<file path="src/design/pwr_ctl_pkg.sv">
// shared constants and types for the power, reset and status-led control pair
package pwr_ctl_pkg;
	localparam int unsigned CLK_HZ = 100_000_000;
	localparam int unsigned MS_PER_S = 1000;
	// pulse times in milliseconds
	localparam int unsigned TOGGLE_MIN_MS = 500;
	localparam int unsigned ON_MAX_MS = 1000;
	localparam int unsigned OFF_MAX_MS = 4000;
	localparam int unsigned ATTACH_MS = 4000;
	localparam int unsigned RESET_MIN_MS = 50;
	localparam int unsigned RESET_MAX_MS = 2000;
	localparam int unsigned BOOT_MS = 100;
	localparam int unsigned BLINK_ON_MS = 100;
	localparam int unsigned BLINK_OFF_MS = 100;
	localparam int unsigned BLINK_PERIOD_MS = 2000;
	localparam int unsigned FAST_ON_MS = 100;
	localparam int unsigned FAST_OFF_MS = 100;
	// a millisecond tick rate; all timing counts below are in ms ticks
	localparam int unsigned CYC_PER_MS = CLK_HZ / MS_PER_S;
	localparam int CNT_W = 16;
	// host pulse targets; one length sits inside both the on and the off window
	localparam int unsigned HOST_ON_MS = (TOGGLE_MIN_MS + ON_MAX_MS) / 2;
	localparam int unsigned HOST_OFF_MS = (TOGGLE_MIN_MS + ON_MAX_MS) / 2;
	localparam int unsigned HOST_RESET_MS = 2 * RESET_MIN_MS;
	// network condition codes supplied by the modem firmware side
	typedef enum logic [2:0] {
		NET_IDLE = 3'h0,
		NET_REG_3G = 3'h1,
		NET_DATA_3G = 3'h2,
		NET_UPGRADE = 3'h3,
		NET_SEARCH = 3'h4,
		NET_REG_2G = 3'h5,
		NET_DATA_2G = 3'h6
	} net_cond_t;
	// led drive pattern
	typedef enum logic [1:0] {
		PAT_OFF = 2'h0,
		PAT_ON = 2'h1,
		PAT_ONCE = 2'h2,
		PAT_TWICE = 2'h3
	} led_pat_t;
endpackage

</file>
<file path="src/design/pwr_ctl_if.sv">
// pins between the host terminal and the modem control logic
interface pwr_ctl_if;
	logic power_toggle_n;
	logic hw_reset_n;
	logic usb_dp_pullup;
	logic net_state_led_sink;
	logic net_kind_led_sink;
	modport device (
		input power_toggle_n,
		input hw_reset_n,
		output usb_dp_pullup,
		output net_state_led_sink,
		output net_kind_led_sink
	);
	modport host (
		output power_toggle_n,
		output hw_reset_n,
		input usb_dp_pullup,
		input net_state_led_sink,
		input net_kind_led_sink
	);
endinterface

</file>
<file path="src/design/modem_ctl.sv">
// modem-side power toggle, hardware reset and status led control
// What this block does; RULE_02, RULE_03 and RULE_05 are kept by host_ctl
// [RULE_01] each long toggle pulse flips power state
// [RULE_02] host power-on pulse between 0.5 and 1 s
// [RULE_03] host power-off pulse between 0.5 and 4 s
// [RULE_04] usb d+ pulled high 4 s after power-on
// [RULE_05] host waits past attach delay before probing
// [RULE_06] reset low over 50 ms resets hardware
// [RULE_07] reset low beyond 2 s powers off
// [RULE_08] after reset reboot and send boot report
// [RULE_09] power down disables external output rails
// [RULE_10] sleep puts output rails in low power
// [RULE_11] led outputs sink current when active
// [RULE_12] 3g registered: status blinks once, mode off
// [RULE_13] 3g data: status steady on, mode off
// [RULE_14] upgrade: status off, mode blinks fast
// [RULE_15] searching: status off, mode blinks twice
// [RULE_16] 2g registered: status off, mode blinks once
// [RULE_17] 2g data: status off, mode steady on
// [RULE_18] blink timings are parameters
// [RULE_19] synchronise pins, count low time first
module modem_ctl
	import pwr_ctl_pkg::*;
#(
	parameter int unsigned CYC_MS = pwr_ctl_pkg::CYC_PER_MS,
	parameter int unsigned ATTACH_T = pwr_ctl_pkg::ATTACH_MS,
	parameter int unsigned TOG_MIN_T = pwr_ctl_pkg::TOGGLE_MIN_MS,
	parameter int unsigned RST_MIN_T = pwr_ctl_pkg::RESET_MIN_MS,
	parameter int unsigned RST_MAX_T = pwr_ctl_pkg::RESET_MAX_MS,
	parameter int unsigned BOOT_T = pwr_ctl_pkg::BOOT_MS,
	parameter int unsigned PERIOD_T = pwr_ctl_pkg::BLINK_PERIOD_MS
)
(
	input wire logic ref_clk_i,
	input wire logic reset_i,
	pwr_ctl_if.device pins,
	input wire pwr_ctl_pkg::net_cond_t net_cond_i,
	input wire logic sleep_i,
	output logic powered_o,
	output logic aux_rail_low_en_o,
	output logic aux_rail_high_en_o,
	output logic card_rail_en_o,
	output logic aux_rail_lowpwr_o,
	output logic boot_done_report_o
);
	import pwr_ctl_pkg::*;

	// divider sized from the clock rate; a 16-bit one would wrap before 1 ms at 100 MHz
	localparam int DIV_W = (CYC_MS > 1) ? $clog2(CYC_MS) : 1;

	typedef enum logic [3:0] {
		ST_OFF = 4'b0001,
		ST_BOOT = 4'b0010,
		ST_RUN = 4'b0100,
		ST_RESET = 4'b1000
	} pwr_st_t;

	typedef struct packed {
		logic [1:0] tog_sync;
		logic [1:0] rst_sync;
		logic [DIV_W-1:0] div;
		logic [CNT_W-1:0] tog_cnt;
		logic [CNT_W-1:0] rst_cnt;
		logic [CNT_W-1:0] up_cnt;
		logic [CNT_W-1:0] blink_cnt;
		pwr_st_t st;
		logic tog_done;
		logic attached;
		logic report;
		logic state_led;
		logic kind_led;
	} state_t;

	state_t s_reg;
	state_t s_next;
	logic ms_tick;
	logic tog_low;
	logic rst_low;
	led_pat_t state_pat;
	led_pat_t kind_pat;
	logic once_lit;
	logic twice_lit;
	logic fast_lit;

	// saturating increment keeps long-held pins from wrapping the counters
	function automatic logic [CNT_W-1:0] sat_inc(input logic [CNT_W-1:0] v);
		sat_inc = (&v) ? v : v + 1'b1;
	endfunction

	// pattern to lit level; active means sinking the cathode
	function automatic logic pat_lit(input led_pat_t p, input logic once_v,
		input logic twice_v);
		case (p)
			PAT_ON: pat_lit = 1'b1;
			PAT_ONCE: pat_lit = once_v;
			PAT_TWICE: pat_lit = twice_v;
			default: pat_lit = 1'b0;
		endcase
	endfunction

	assign ms_tick = (s_reg.div == DIV_W'(CYC_MS - 1));
	assign tog_low = ~s_reg.tog_sync[1]; // [RULE_19]
	assign rst_low = ~s_reg.rst_sync[1]; // [RULE_19]

	// blink phases derived from one cycle counter
	assign once_lit = (s_reg.blink_cnt < CNT_W'(BLINK_ON_MS)); // [RULE_18]
	assign twice_lit = once_lit
		| ((s_reg.blink_cnt >= CNT_W'(BLINK_ON_MS + BLINK_OFF_MS))
		& (s_reg.blink_cnt < CNT_W'(2 * BLINK_ON_MS + BLINK_OFF_MS))); // [RULE_18]
	assign fast_lit = ((s_reg.blink_cnt % CNT_W'(FAST_ON_MS + FAST_OFF_MS))
		< CNT_W'(FAST_ON_MS)); // [RULE_18]

	// led pattern table per network condition
	always_comb
	begin
		state_pat = PAT_OFF;
		kind_pat = PAT_OFF;
		case (net_cond_i)
			NET_REG_3G: state_pat = PAT_ONCE; // [RULE_12]
			NET_DATA_3G: state_pat = PAT_ON; // [RULE_13]
			NET_UPGRADE: kind_pat = PAT_ON; // fast blink applied below [RULE_14]
			NET_SEARCH: kind_pat = PAT_TWICE; // [RULE_15]
			NET_REG_2G: kind_pat = PAT_ONCE; // [RULE_16]
			NET_DATA_2G: kind_pat = PAT_ON; // [RULE_17]
			default:
			begin
				state_pat = PAT_OFF;
				kind_pat = PAT_OFF;
			end
		endcase
	end

	// whole next state in one place
	always_comb
	begin
		s_next = s_reg;
		s_next.tog_sync = {s_reg.tog_sync[0], pins.power_toggle_n}; // [RULE_19]
		s_next.rst_sync = {s_reg.rst_sync[0], pins.hw_reset_n}; // [RULE_19]
		s_next.div = ms_tick ? '0 : s_reg.div + 1'b1;
		s_next.report = 1'b0;
		if (ms_tick)
		begin
			s_next.blink_cnt = (s_reg.blink_cnt >= CNT_W'(PERIOD_T - 1)) ? '0
				: s_reg.blink_cnt + 1'b1;
		end
		// low-time counters run only while the pin is low
		if (!tog_low)
		begin
			s_next.tog_cnt = '0;
			s_next.tog_done = 1'b0;
		end
		else if (ms_tick)
		begin
			s_next.tog_cnt = sat_inc(s_reg.tog_cnt);
		end
		if (!rst_low)
		begin
			s_next.rst_cnt = '0;
		end
		else if (ms_tick)
		begin
			s_next.rst_cnt = sat_inc(s_reg.rst_cnt);
		end
		// act once per pulse when 0.5 s is reached; no wait for release
		if (tog_low && !s_reg.tog_done && s_reg.tog_cnt >= CNT_W'(TOG_MIN_T))
		begin
			s_next.tog_done = 1'b1; // [RULE_01]
			if (s_reg.st == ST_OFF)
			begin
				s_next.st = ST_BOOT; // [RULE_01]
				s_next.up_cnt = '0;
			end
			else
			begin
				s_next.st = ST_OFF; // [RULE_01]
				s_next.attached = 1'b0;
			end
		end
		else
		begin
			case (s_reg.st)
				ST_OFF:
				begin
					s_next.attached = 1'b0;
				end
				ST_BOOT, ST_RUN:
				begin
					if (ms_tick && !s_reg.attached)
					begin
						s_next.up_cnt = sat_inc(s_reg.up_cnt);
					end
					if (s_reg.up_cnt >= CNT_W'(ATTACH_T))
					begin
						s_next.attached = 1'b1; // [RULE_04]
					end
					if (s_reg.st == ST_BOOT && s_reg.up_cnt >= CNT_W'(BOOT_T))
					begin
						s_next.st = ST_RUN;
						s_next.report = 1'b1; // [RULE_08]
					end
					if (rst_low && s_reg.rst_cnt > CNT_W'(RST_MIN_T))
					begin
						s_next.st = ST_RESET; // [RULE_06]
						s_next.attached = 1'b0;
					end
				end
				ST_RESET:
				begin
					if (rst_low && s_reg.rst_cnt > CNT_W'(RST_MAX_T))
					begin
						s_next.st = ST_OFF; // [RULE_07]
					end
					else if (!rst_low)
					begin
						s_next.st = ST_BOOT; // [RULE_08]
						s_next.up_cnt = '0;
					end
				end
				default:
				begin
					s_next.st = ST_OFF;
				end
			endcase
		end
		s_next.state_led = (s_reg.st == ST_RUN) && pat_lit(state_pat, once_lit, twice_lit);
		s_next.kind_led = (s_reg.st == ST_RUN) && ((net_cond_i == NET_UPGRADE) ? fast_lit
			: pat_lit(kind_pat, once_lit, twice_lit)); // [RULE_14]
	end

	// single register for all state
	always_ff @(posedge ref_clk_i)
	begin
		if (reset_i)
		begin
			s_reg <= '0;
			s_reg.tog_sync <= 2'h3;
			s_reg.rst_sync <= 2'h3;
			s_reg.st <= ST_OFF;
		end
		else
		begin
			s_reg <= s_next;
		end
	end

	assign pins.usb_dp_pullup = s_reg.attached; // [RULE_04]
	assign pins.net_state_led_sink = s_reg.state_led; // [RULE_11]
	assign pins.net_kind_led_sink = s_reg.kind_led; // [RULE_11]
	assign powered_o = (s_reg.st != ST_OFF);
	// rails off in power down, low-power flag while asleep
	assign aux_rail_low_en_o = powered_o; // [RULE_09]
	assign aux_rail_high_en_o = powered_o; // [RULE_09]
	assign card_rail_en_o = powered_o; // [RULE_09]
	assign aux_rail_lowpwr_o = powered_o & sleep_i; // [RULE_10]
	assign boot_done_report_o = s_reg.report; // [RULE_08]
endmodule

</file>
<file path="src/flat_wrapper.sv">
// flat-port wrapper written by rule: the top's interface ports become plain ports
module modem_ctl_flat import pwr_ctl_pkg::*;
#(
	parameter int unsigned CYC_MS = pwr_ctl_pkg::CYC_PER_MS,
	parameter int unsigned ATTACH_T = pwr_ctl_pkg::ATTACH_MS,
	parameter int unsigned TOG_MIN_T = pwr_ctl_pkg::TOGGLE_MIN_MS,
	parameter int unsigned RST_MIN_T = pwr_ctl_pkg::RESET_MIN_MS,
	parameter int unsigned RST_MAX_T = pwr_ctl_pkg::RESET_MAX_MS,
	parameter int unsigned BOOT_T = pwr_ctl_pkg::BOOT_MS,
	parameter int unsigned PERIOD_T = pwr_ctl_pkg::BLINK_PERIOD_MS
)
  (ref_clk_i, reset_i, net_cond_i, sleep_i, powered_o, aux_rail_low_en_o, aux_rail_high_en_o, card_rail_en_o, aux_rail_lowpwr_o, boot_done_report_o, pins_power_toggle_n, pins_hw_reset_n, pins_usb_dp_pullup, pins_net_state_led_sink, pins_net_kind_led_sink);
  pwr_ctl_if pins_i ();
  input wire logic ref_clk_i;
  input wire logic reset_i;
  input wire pwr_ctl_pkg::net_cond_t net_cond_i;
  input wire logic sleep_i;
  output logic powered_o;
  output logic aux_rail_low_en_o;
  output logic aux_rail_high_en_o;
  output logic card_rail_en_o;
  output logic aux_rail_lowpwr_o;
  output logic boot_done_report_o;
  input wire logic [$bits(pins_i.power_toggle_n)-1:0] pins_power_toggle_n;
  input wire logic [$bits(pins_i.hw_reset_n)-1:0] pins_hw_reset_n;
  output wire logic [$bits(pins_i.usb_dp_pullup)-1:0] pins_usb_dp_pullup;
  output wire logic [$bits(pins_i.net_state_led_sink)-1:0] pins_net_state_led_sink;
  output wire logic [$bits(pins_i.net_kind_led_sink)-1:0] pins_net_kind_led_sink;
  assign pins_i.power_toggle_n = pins_power_toggle_n;
  assign pins_i.hw_reset_n = pins_hw_reset_n;
  assign pins_usb_dp_pullup = pins_i.usb_dp_pullup;
  assign pins_net_state_led_sink = pins_i.net_state_led_sink;
  assign pins_net_kind_led_sink = pins_i.net_kind_led_sink;
  modem_ctl #(.CYC_MS(CYC_MS), .ATTACH_T(ATTACH_T), .TOG_MIN_T(TOG_MIN_T), .RST_MIN_T(RST_MIN_T), .RST_MAX_T(RST_MAX_T), .BOOT_T(BOOT_T), .PERIOD_T(PERIOD_T)) u_core (.ref_clk_i(ref_clk_i), .reset_i(reset_i), .pins(pins_i), .net_cond_i(net_cond_i), .sleep_i(sleep_i), .powered_o(powered_o), .aux_rail_low_en_o(aux_rail_low_en_o), .aux_rail_high_en_o(aux_rail_high_en_o), .card_rail_en_o(card_rail_en_o), .aux_rail_lowpwr_o(aux_rail_lowpwr_o), .boot_done_report_o(boot_done_report_o));
endmodule
</file>
<file path="config.mk">
export PLATFORM = sky130hd
export DESIGN_NAME = modem_ctl_flat
export DESIGN_NICKNAME = d
export VERILOG_FILES = /design/src/design/pwr_ctl_pkg.sv /design/src/design/pwr_ctl_if.sv /design/src/design/modem_ctl.sv /design/src/flat_wrapper.sv
export SDC_FILE = /design/constraint.sdc
export NUM_CORES = 1
export LEC_CHECK = 0
export ABC_AREA = 1
export BUFFER_PORTS_ARGS = -buffer_cell sky130_fd_sc_hd__buf_2
export CORE_MARGIN = 2
export CORE_UTILIZATION = 45
export CTS_CLUSTER_DIAMETER = 150
export DETAILED_ROUTE_END_ITERATION = 12
export GPL_ROUTABILITY_DRIVEN = 0
export PLACE_DENSITY_LB_ADDON = 0.08
export SLEW_MARGIN = 10
export SYNTH_ARGS = -nofsm -noshare
export SYNTH_HDL_FRONTEND = slang
export SYNTH_SLANG_ARGS = --single-unit
</file>
<file path="constraint.sdc">
create_clock -name ref_clk_i -period 4.55 [get_ports ref_clk_i]
set_clock_uncertainty 0.05 [all_clocks]
set_input_delay 0.2275 -clock ref_clk_i [delete_from_list [all_inputs] [get_ports ref_clk_i]]
set_output_delay 0.2275 -clock ref_clk_i [all_outputs]
set_load 0.05 [all_outputs]
</file>
==> results of run 1 <==
## power by group
group / switching (W) / internal [W]
Combinational: 0.0000465 / 0.0000151
Clock: 0.000327 / 0.000498
Sequential: 0.00000315 / 0.000826
## synth_stat cells (all sizes together) (9+ instances only)
| master | n | share of area, % |
|---|---|---|
| nand3 | 71 | 6.5 |
| nor4 | 13 | 1.4 |
| nor3 | 65 | 5.7 |
| ha | 9 | 2.0 |
| o21ai | 44 | 3.9 |
| xor2 | 11 | 1.7 |
| inv | 151 | 9.9 |
| nand4 | 28 | 4.0 |
| a21oi | 58 | 5.1 |
| nor2 | 82 | 5.8 |
| nand2 | 194 | 14 |
| dfxtp | 94 | 33 |
## logic make-up after synthesis
family                     share of synthesized area [%]
buffers and inverters                               11.1
adders and majority gates                           1.96
xor gates and xnor gates                            1.68
AOI/OAI and AO/OA                                   13.1
and+or+nand+nor                                     39.3
DFF                                                 32.8
## area by class of cell
cell class / count / area share (%)
Multi-Input combinational cell: 622 / 51.7
Clock buffer: 11 / 3.57
Timing Repair Buffer: 38 / 3.79
Inverter: 156 / 8.65
Sequential cell: 94 / 27.9
Tap cell: 172 / 3.17
Clock inverter: 5 / 1.20
## timing repair
item	CTS	global route
pin swaps	34	22
endpoints found under the setup margin	1	1
hold endpoints to repair	0	0
resized for setup	49	43
buffers inserted	16	3
## metrics by stage
stage / hold WS [ns] / instance area, um2 / TNS, ns / cells
after floorplan: 0.267 / 5740 / 0 / 883
after global placement: 0.348 / 6000 / 0 / 1063
after detailed placement: 0.352 / 6000 / -0.120 / 1063
after CTS: 0.00495 / 6620 / 0 / 1095
after global routing: 0.00506 / 6800 / -0.445 / 1098
final: 0.0109 / 6800 / -0.0666 / 1098
## cells in the final DEF, fill, tap and decap left out, types with 7 or more instances in the layout
cell type and n:
a21oi_1 55, buf_2 16, buf_4 21, clkbuf_16 9, dfxtp_1 89, ha_1 9, inv_1 139, inv_2 12
nand2_1 146, nand2_2 31, nand2_4 17, nand3_1 61, nand3_2 8, nand4_1 21, nor2_1 72, nor2_4 7
nor3_1 65, nor4_1 13, o21ai_0 34, o21ai_1 7, xor2_1 9
## per-layer routing
metal	track usage, %	routed length (um)	up-vias
met5	0	0	-
met4	5.33	118	0
met3	4.89	395	8
met2	37.1	6880	74
met1	26.0	6630	2712
li1	-	-	3001
## worst min-delay path by stage
stage                         from                             end  cells after the start
3_3_place_gp     u_core.s_next[93]                u_core.s_reg[93]                      1
5_1_grt        pins_power_toggle_n               u_core.s_next[93]                      2
6_report       pins_power_toggle_n               u_core.s_next[93]                      2
3_5_place_dp     u_core.s_next[93]                u_core.s_reg[93]                      1
2_1_floorplan        net_cond_i[2]  u_core.pins.net_state_led_sink                      1
4_1_cts        pins_power_toggle_n               u_core.s_next[93]                      2
==> flow_summary.yaml, run 1 <==
placed_design:
  port_buffers: 16
  dp_hpwl_mm: 10.1
  pre_cts_slack_ns: -0.120
sta:
  fin_ws_ns: -0.0666
  setup_viol: 1
  relSlewSlack_pct: 51.6
  rsz0062_at_grt: "true"
  fmax_ghz: 0.217
  tightestPinTransition_ns: 0.720
  period_share_pct: 101
  period_minus_slack_ns: 4.62
  hold_violations: 0
  slew_viol_final: 0
grt:
  grt_pass1_vias: 5408
  grt_max_degree: 17
  grt_pass1_wl_mm: 23.5
  overflow: 0
  grt_usage_pct: 21.1
  antenna_found_initial: 0
clock_tree:
  ctsHoldBuffers: 0
  cts_buffer_depth: 2
  cts_root_buffer: "clkbuf_16"
  cts_buffers: 9
  clk_pin_slew_ns: 0.06
  htree_levels: 3
  cts_num_sinks: 94
  cts_tree: "yes"
  clock_latency_ns: 0.35
worst_setup_path:
  cp_data_required_time_ns: 4.74
  timing.rr.end: "u_core.pins.net_kind_led_sink"
  startpoint: "u_core.s_reg[24]"
  path_max_fanout: 6
  crit_cells: 39
  cp.arrival_ns: 4.80
  setup.worst_path.start_class: "flip-flop"
  reg2reg_slack_ns: -0.07
  regToRegStartpoint: "u_core.s_reg[24]"
  end_kind: "flip-flop"
  cp_common_cell: "nand2_4"
  crit_end: "u_core.pins.net_kind_led_sink"
  worst_r2r_path_depth: 39
  cp_slowest_stage_delay_ns: 0.37
  path_buf_inv: 3
  crit_type: "flip-flop to flip-flop"
  crit_family: "simple AND/OR/NAND/NOR gates"
  crit_slowest_cell: "dfxtp_4"
cells_and_area:
  final_util_pct: 54.3
  num_antenna_cells: 0
  syn_to_final_growth_pct: 18.5
  nFillCells: 1248
  drive_above_1_share_pct: 17.5
  largest_reg_flops: 88
  fin_nets: 938
  multiInputGateArea_um2: 3520
  regArea_um2: 1900
routing:
  route.detailed.wl_per_inst_um: 12.8
  drc_errors: 0
  via_count: 5795
  ant_nets: 0
  routed_wl_mm: 14.0
  first_iter_violations: 269
  drt_pass1_iterations: 5
  viasPerCell: 5.28
floorplanning:
  dieWidth_um: 117
  pin_count: 17
  die_h_um: 117
  die_area_um2: 13700
  row_count: 41
  core-area_um2: 12500
  start_util_pct: 45.8
pwr:
  max-vdd-ir-drop_mv: 0.317
  fin_total_pwr_w: 0.00172
  power.density_nw_per_um2: 252
  p_leak_nw: 2.69
status:
  outcome: "finished, violations left"
  violations: "negative setup slack"
job:
  max_cap_violations: 0
synthesis:
  synth_area_um2: 5740
  syn-num-nets: 900
  synth-main-ff-cell: "dfxtp_1"
  syn_inst: 883
  ys_seq_elements: 94
  synth_cell_types: 48
  synth.avg_cell_area_um2: 6.50
  synth_edf_count: 0
  ys_seq_area_share_pct: 32.8
  async_flop_share_pct: 0
  ys.warnings.count: 0
hold_path:
  hold_class: "primary input to flip-flop"
(Power assumes the default switching activity.)
==> run 2, diff against run 1 <==
--- a/config.mk
+++ b/config.mk
@@ -13,6 +13,7 @@
 export DETAILED_ROUTE_END_ITERATION = 12
 export GPL_ROUTABILITY_DRIVEN = 0
 export PLACE_DENSITY_LB_ADDON = 0.08
+export REMOVE_ABC_BUFFERS = 1
 export SLEW_MARGIN = 10
 export SYNTH_ARGS = -nofsm -noshare
 export SYNTH_HDL_FRONTEND = slang
==> run 2 against run 1 <==
Compared with the run above:
- the run still ends with negative setup slack left
- clock power is 15% lower
- highest routed layer unchanged
- first-iteration DRC count rose by 27%
- via count down 1.3%
- combinational power shrank 1%
- hold slack better by 0.013 ns
- worst setup slack lost 0.0016 ns
- critical endpoint unchanged
- cell area decreased by 0.33%
- register-to-register slack hardly changed
- wire length decreased by 3.7%
==> flow_summary.yaml, run 2 (same netlist as run 1, synthesis figures left out) <==
status:
  outcome: "finished, violations left"
  violations: "negative setup slack"
routing:
  drt_pass1_iterations: 5
  routed_wl_mm: 13.5
  first_iter_violations: 341
  route.detailed.wl_per_inst_um: 12.3
  via_count: 5720
  drc_errors: 0
  viasPerCell: 5.21
  ant_nets: 0
clock_tree:
  cts_num_sinks: 94
  cts_tree: "yes"
  clk_pin_slew_ns: 0.06
  htree_levels: 3
  ctsHoldBuffers: 0
  cts_buffer_depth: 2
  clock_latency_ns: 0.34
  cts_buffers: 9
  cts_root_buffer: "clkbuf_16"
worst_setup_path:
  reg2reg_slack_ns: -0.07
  crit_slowest_cell: "dfxtp_4"
  regToRegStartpoint: "u_core.s_reg[24]"
  path_buf_inv: 3
  cp_slowest_stage_delay_ns: 0.39
  cp.arrival_ns: 4.84
  crit_cells: 40
  timing.rr.end: "u_core.pins.net_kind_led_sink"
  cp_data_required_time_ns: 4.77
  path_max_fanout: 6
  crit_family: "simple AND/OR/NAND/NOR gates"
  worst_r2r_path_depth: 40
  end_kind: "flip-flop"
  cp_common_cell: "nand2_4"
  setup.worst_path.start_class: "flip-flop"
  crit_type: "flip-flop to flip-flop"
job:
  max_cap_violations: 0
cells_and_area:
  syn_to_final_growth_pct: 18.1
  nFillCells: 1227
  layout_common_cells: "inv_1 (141), nand2_1 (141), dfxtp_1 (89), nor2_1 (73), nor3_1 (65)"
  fin_cells: 1098
  drive_above_1_share_pct: 17.8
  fin_nets: 939
  final_cell_area_um2: 6780
  num_antenna_cells: 0
  largest_reg_flops: 88
grt:
  grt_pass1_wl_mm: 22.3
  busiest_layer: "met2"
  met2_usage_pct: 35.5
  antenna_found_initial: 0
  grt_pass1_vias: 5294
  overflow: 0
  grt_usage_pct: 19.7
  grtUsageMet3_pct: 4.07
  met1_usage_pct: 24.2
  grt_max_degree: 17
placed_design:
  dp_hpwl_mm: 9.71
  pre_cts_slack_ns: -0.102
  port_buffers: 16
  dpl_cell_area_um2: 6000
  dpl.cell_count: 1063
pwr:
  fin_total_pwr_w: 0.00159
  power.density_nw_per_um2: 235
  p_leak_nw: 2.70
  max-vdd-ir-drop_mv: 0.244
sta:
  hold_violations: 0
  rsz0062_at_grt: "true"
  relSlewSlack_pct: 52.2
  fin_ws_ns: -0.0681
  slew_viol_final: 0
  fmax_ghz: 0.217
  period_share_pct: 101
  setup-tns-final_ns: -0.0681
  tightestPinTransition_ns: 0.713
  period_minus_slack_ns: 4.62
  setup_viol: 1
hold_path:
  hold_depth: 2
  hp-start: "pins_hw_reset_n"
  hold_class: "primary input to flip-flop"
  min_to: "u_core.s_next[91]"
floorplanning:
  die_h_um: 117
  dieWidth_um: 117
  start_util_pct: 45.8
  row_count: 41
  pin_count: 17
  die_area_um2: 13700
  core-area_um2: 12500
==> run 2: changes by cell type in the layout (fill, tap and decap cells not counted), moves of 2 or more <==
cell | before | now
inv_2 | 12 | 10
nand2_4 | 17 | 23
bufinv_16 | 2 | 0
inv_1 | 139 | 141
nand2_1 | 146 | 141
==> run 2: cell type report <==
type / instances / area [um2] / share of cell area (%)
flip-flops and latches: 94 / 1890 / 27.9
clock inverters: 3 / 20.0 / 0.295
multi-input cells: 622 / 3540 / 52.3
repair buffers: 39 / 256 / 3.79
clock buffers: 12 / 256 / 3.79
inverters: 156 / 591 / 8.72
well taps: 172 / 215 / 3.18
==> run 2: worst max path at each step <==
stage / startpoint / to
floorplan: u_core.s_reg[24] / u_core.pins.net_kind_led_sink
global placement: u_core.s_reg[21] / u_core.pins.net_kind_led_sink
detailed placement: u_core.s_reg[24] / u_core.pins.net_kind_led_sink
CTS: u_core.s_reg[21] / u_core.pins.net_kind_led_sink
global route: u_core.s_reg[24] / u_core.pins.net_kind_led_sink
finish: u_core.s_reg[24] / u_core.pins.net_kind_led_sink
==> run 2: metal layers <==
layer / vias to the layer above / part of all wire, %
li1: 2986 / -
met1: 2644 / 46
met4: 0 / 0.67
met3: 9 / 2.7
met2: 81 / 50
met5: - / 0
==> run 2: where the power goes <==
group,internal (W),total (W),switching (W),leakage (nW)
Clock,0.000396,0.000700,0.000304,0.131
Sequential,0.000827,0.000830,0.00000316,0.762
Combinational,0.0000150,0.0000610,0.0000460,1.80
==> run 2: what timing repair did <==
action | CTS | global route
resized for setup | 15 | 84
pin swaps | 16 | 34
setup buffers | 8 | 12
setup endpoints to repair | 1 | 1
==> run 2: metrics by stage <==
step / hold WS [ns] / utilization, %
final: 0.0238 / 54.1
after global routing: 0.0216 / 54.1
after CTS: 0.00904 / 50.9
after detailed placement: 0.346 / 48.0
after global placement: 0.350 / 48.0
after floorplan: 0.247 / -
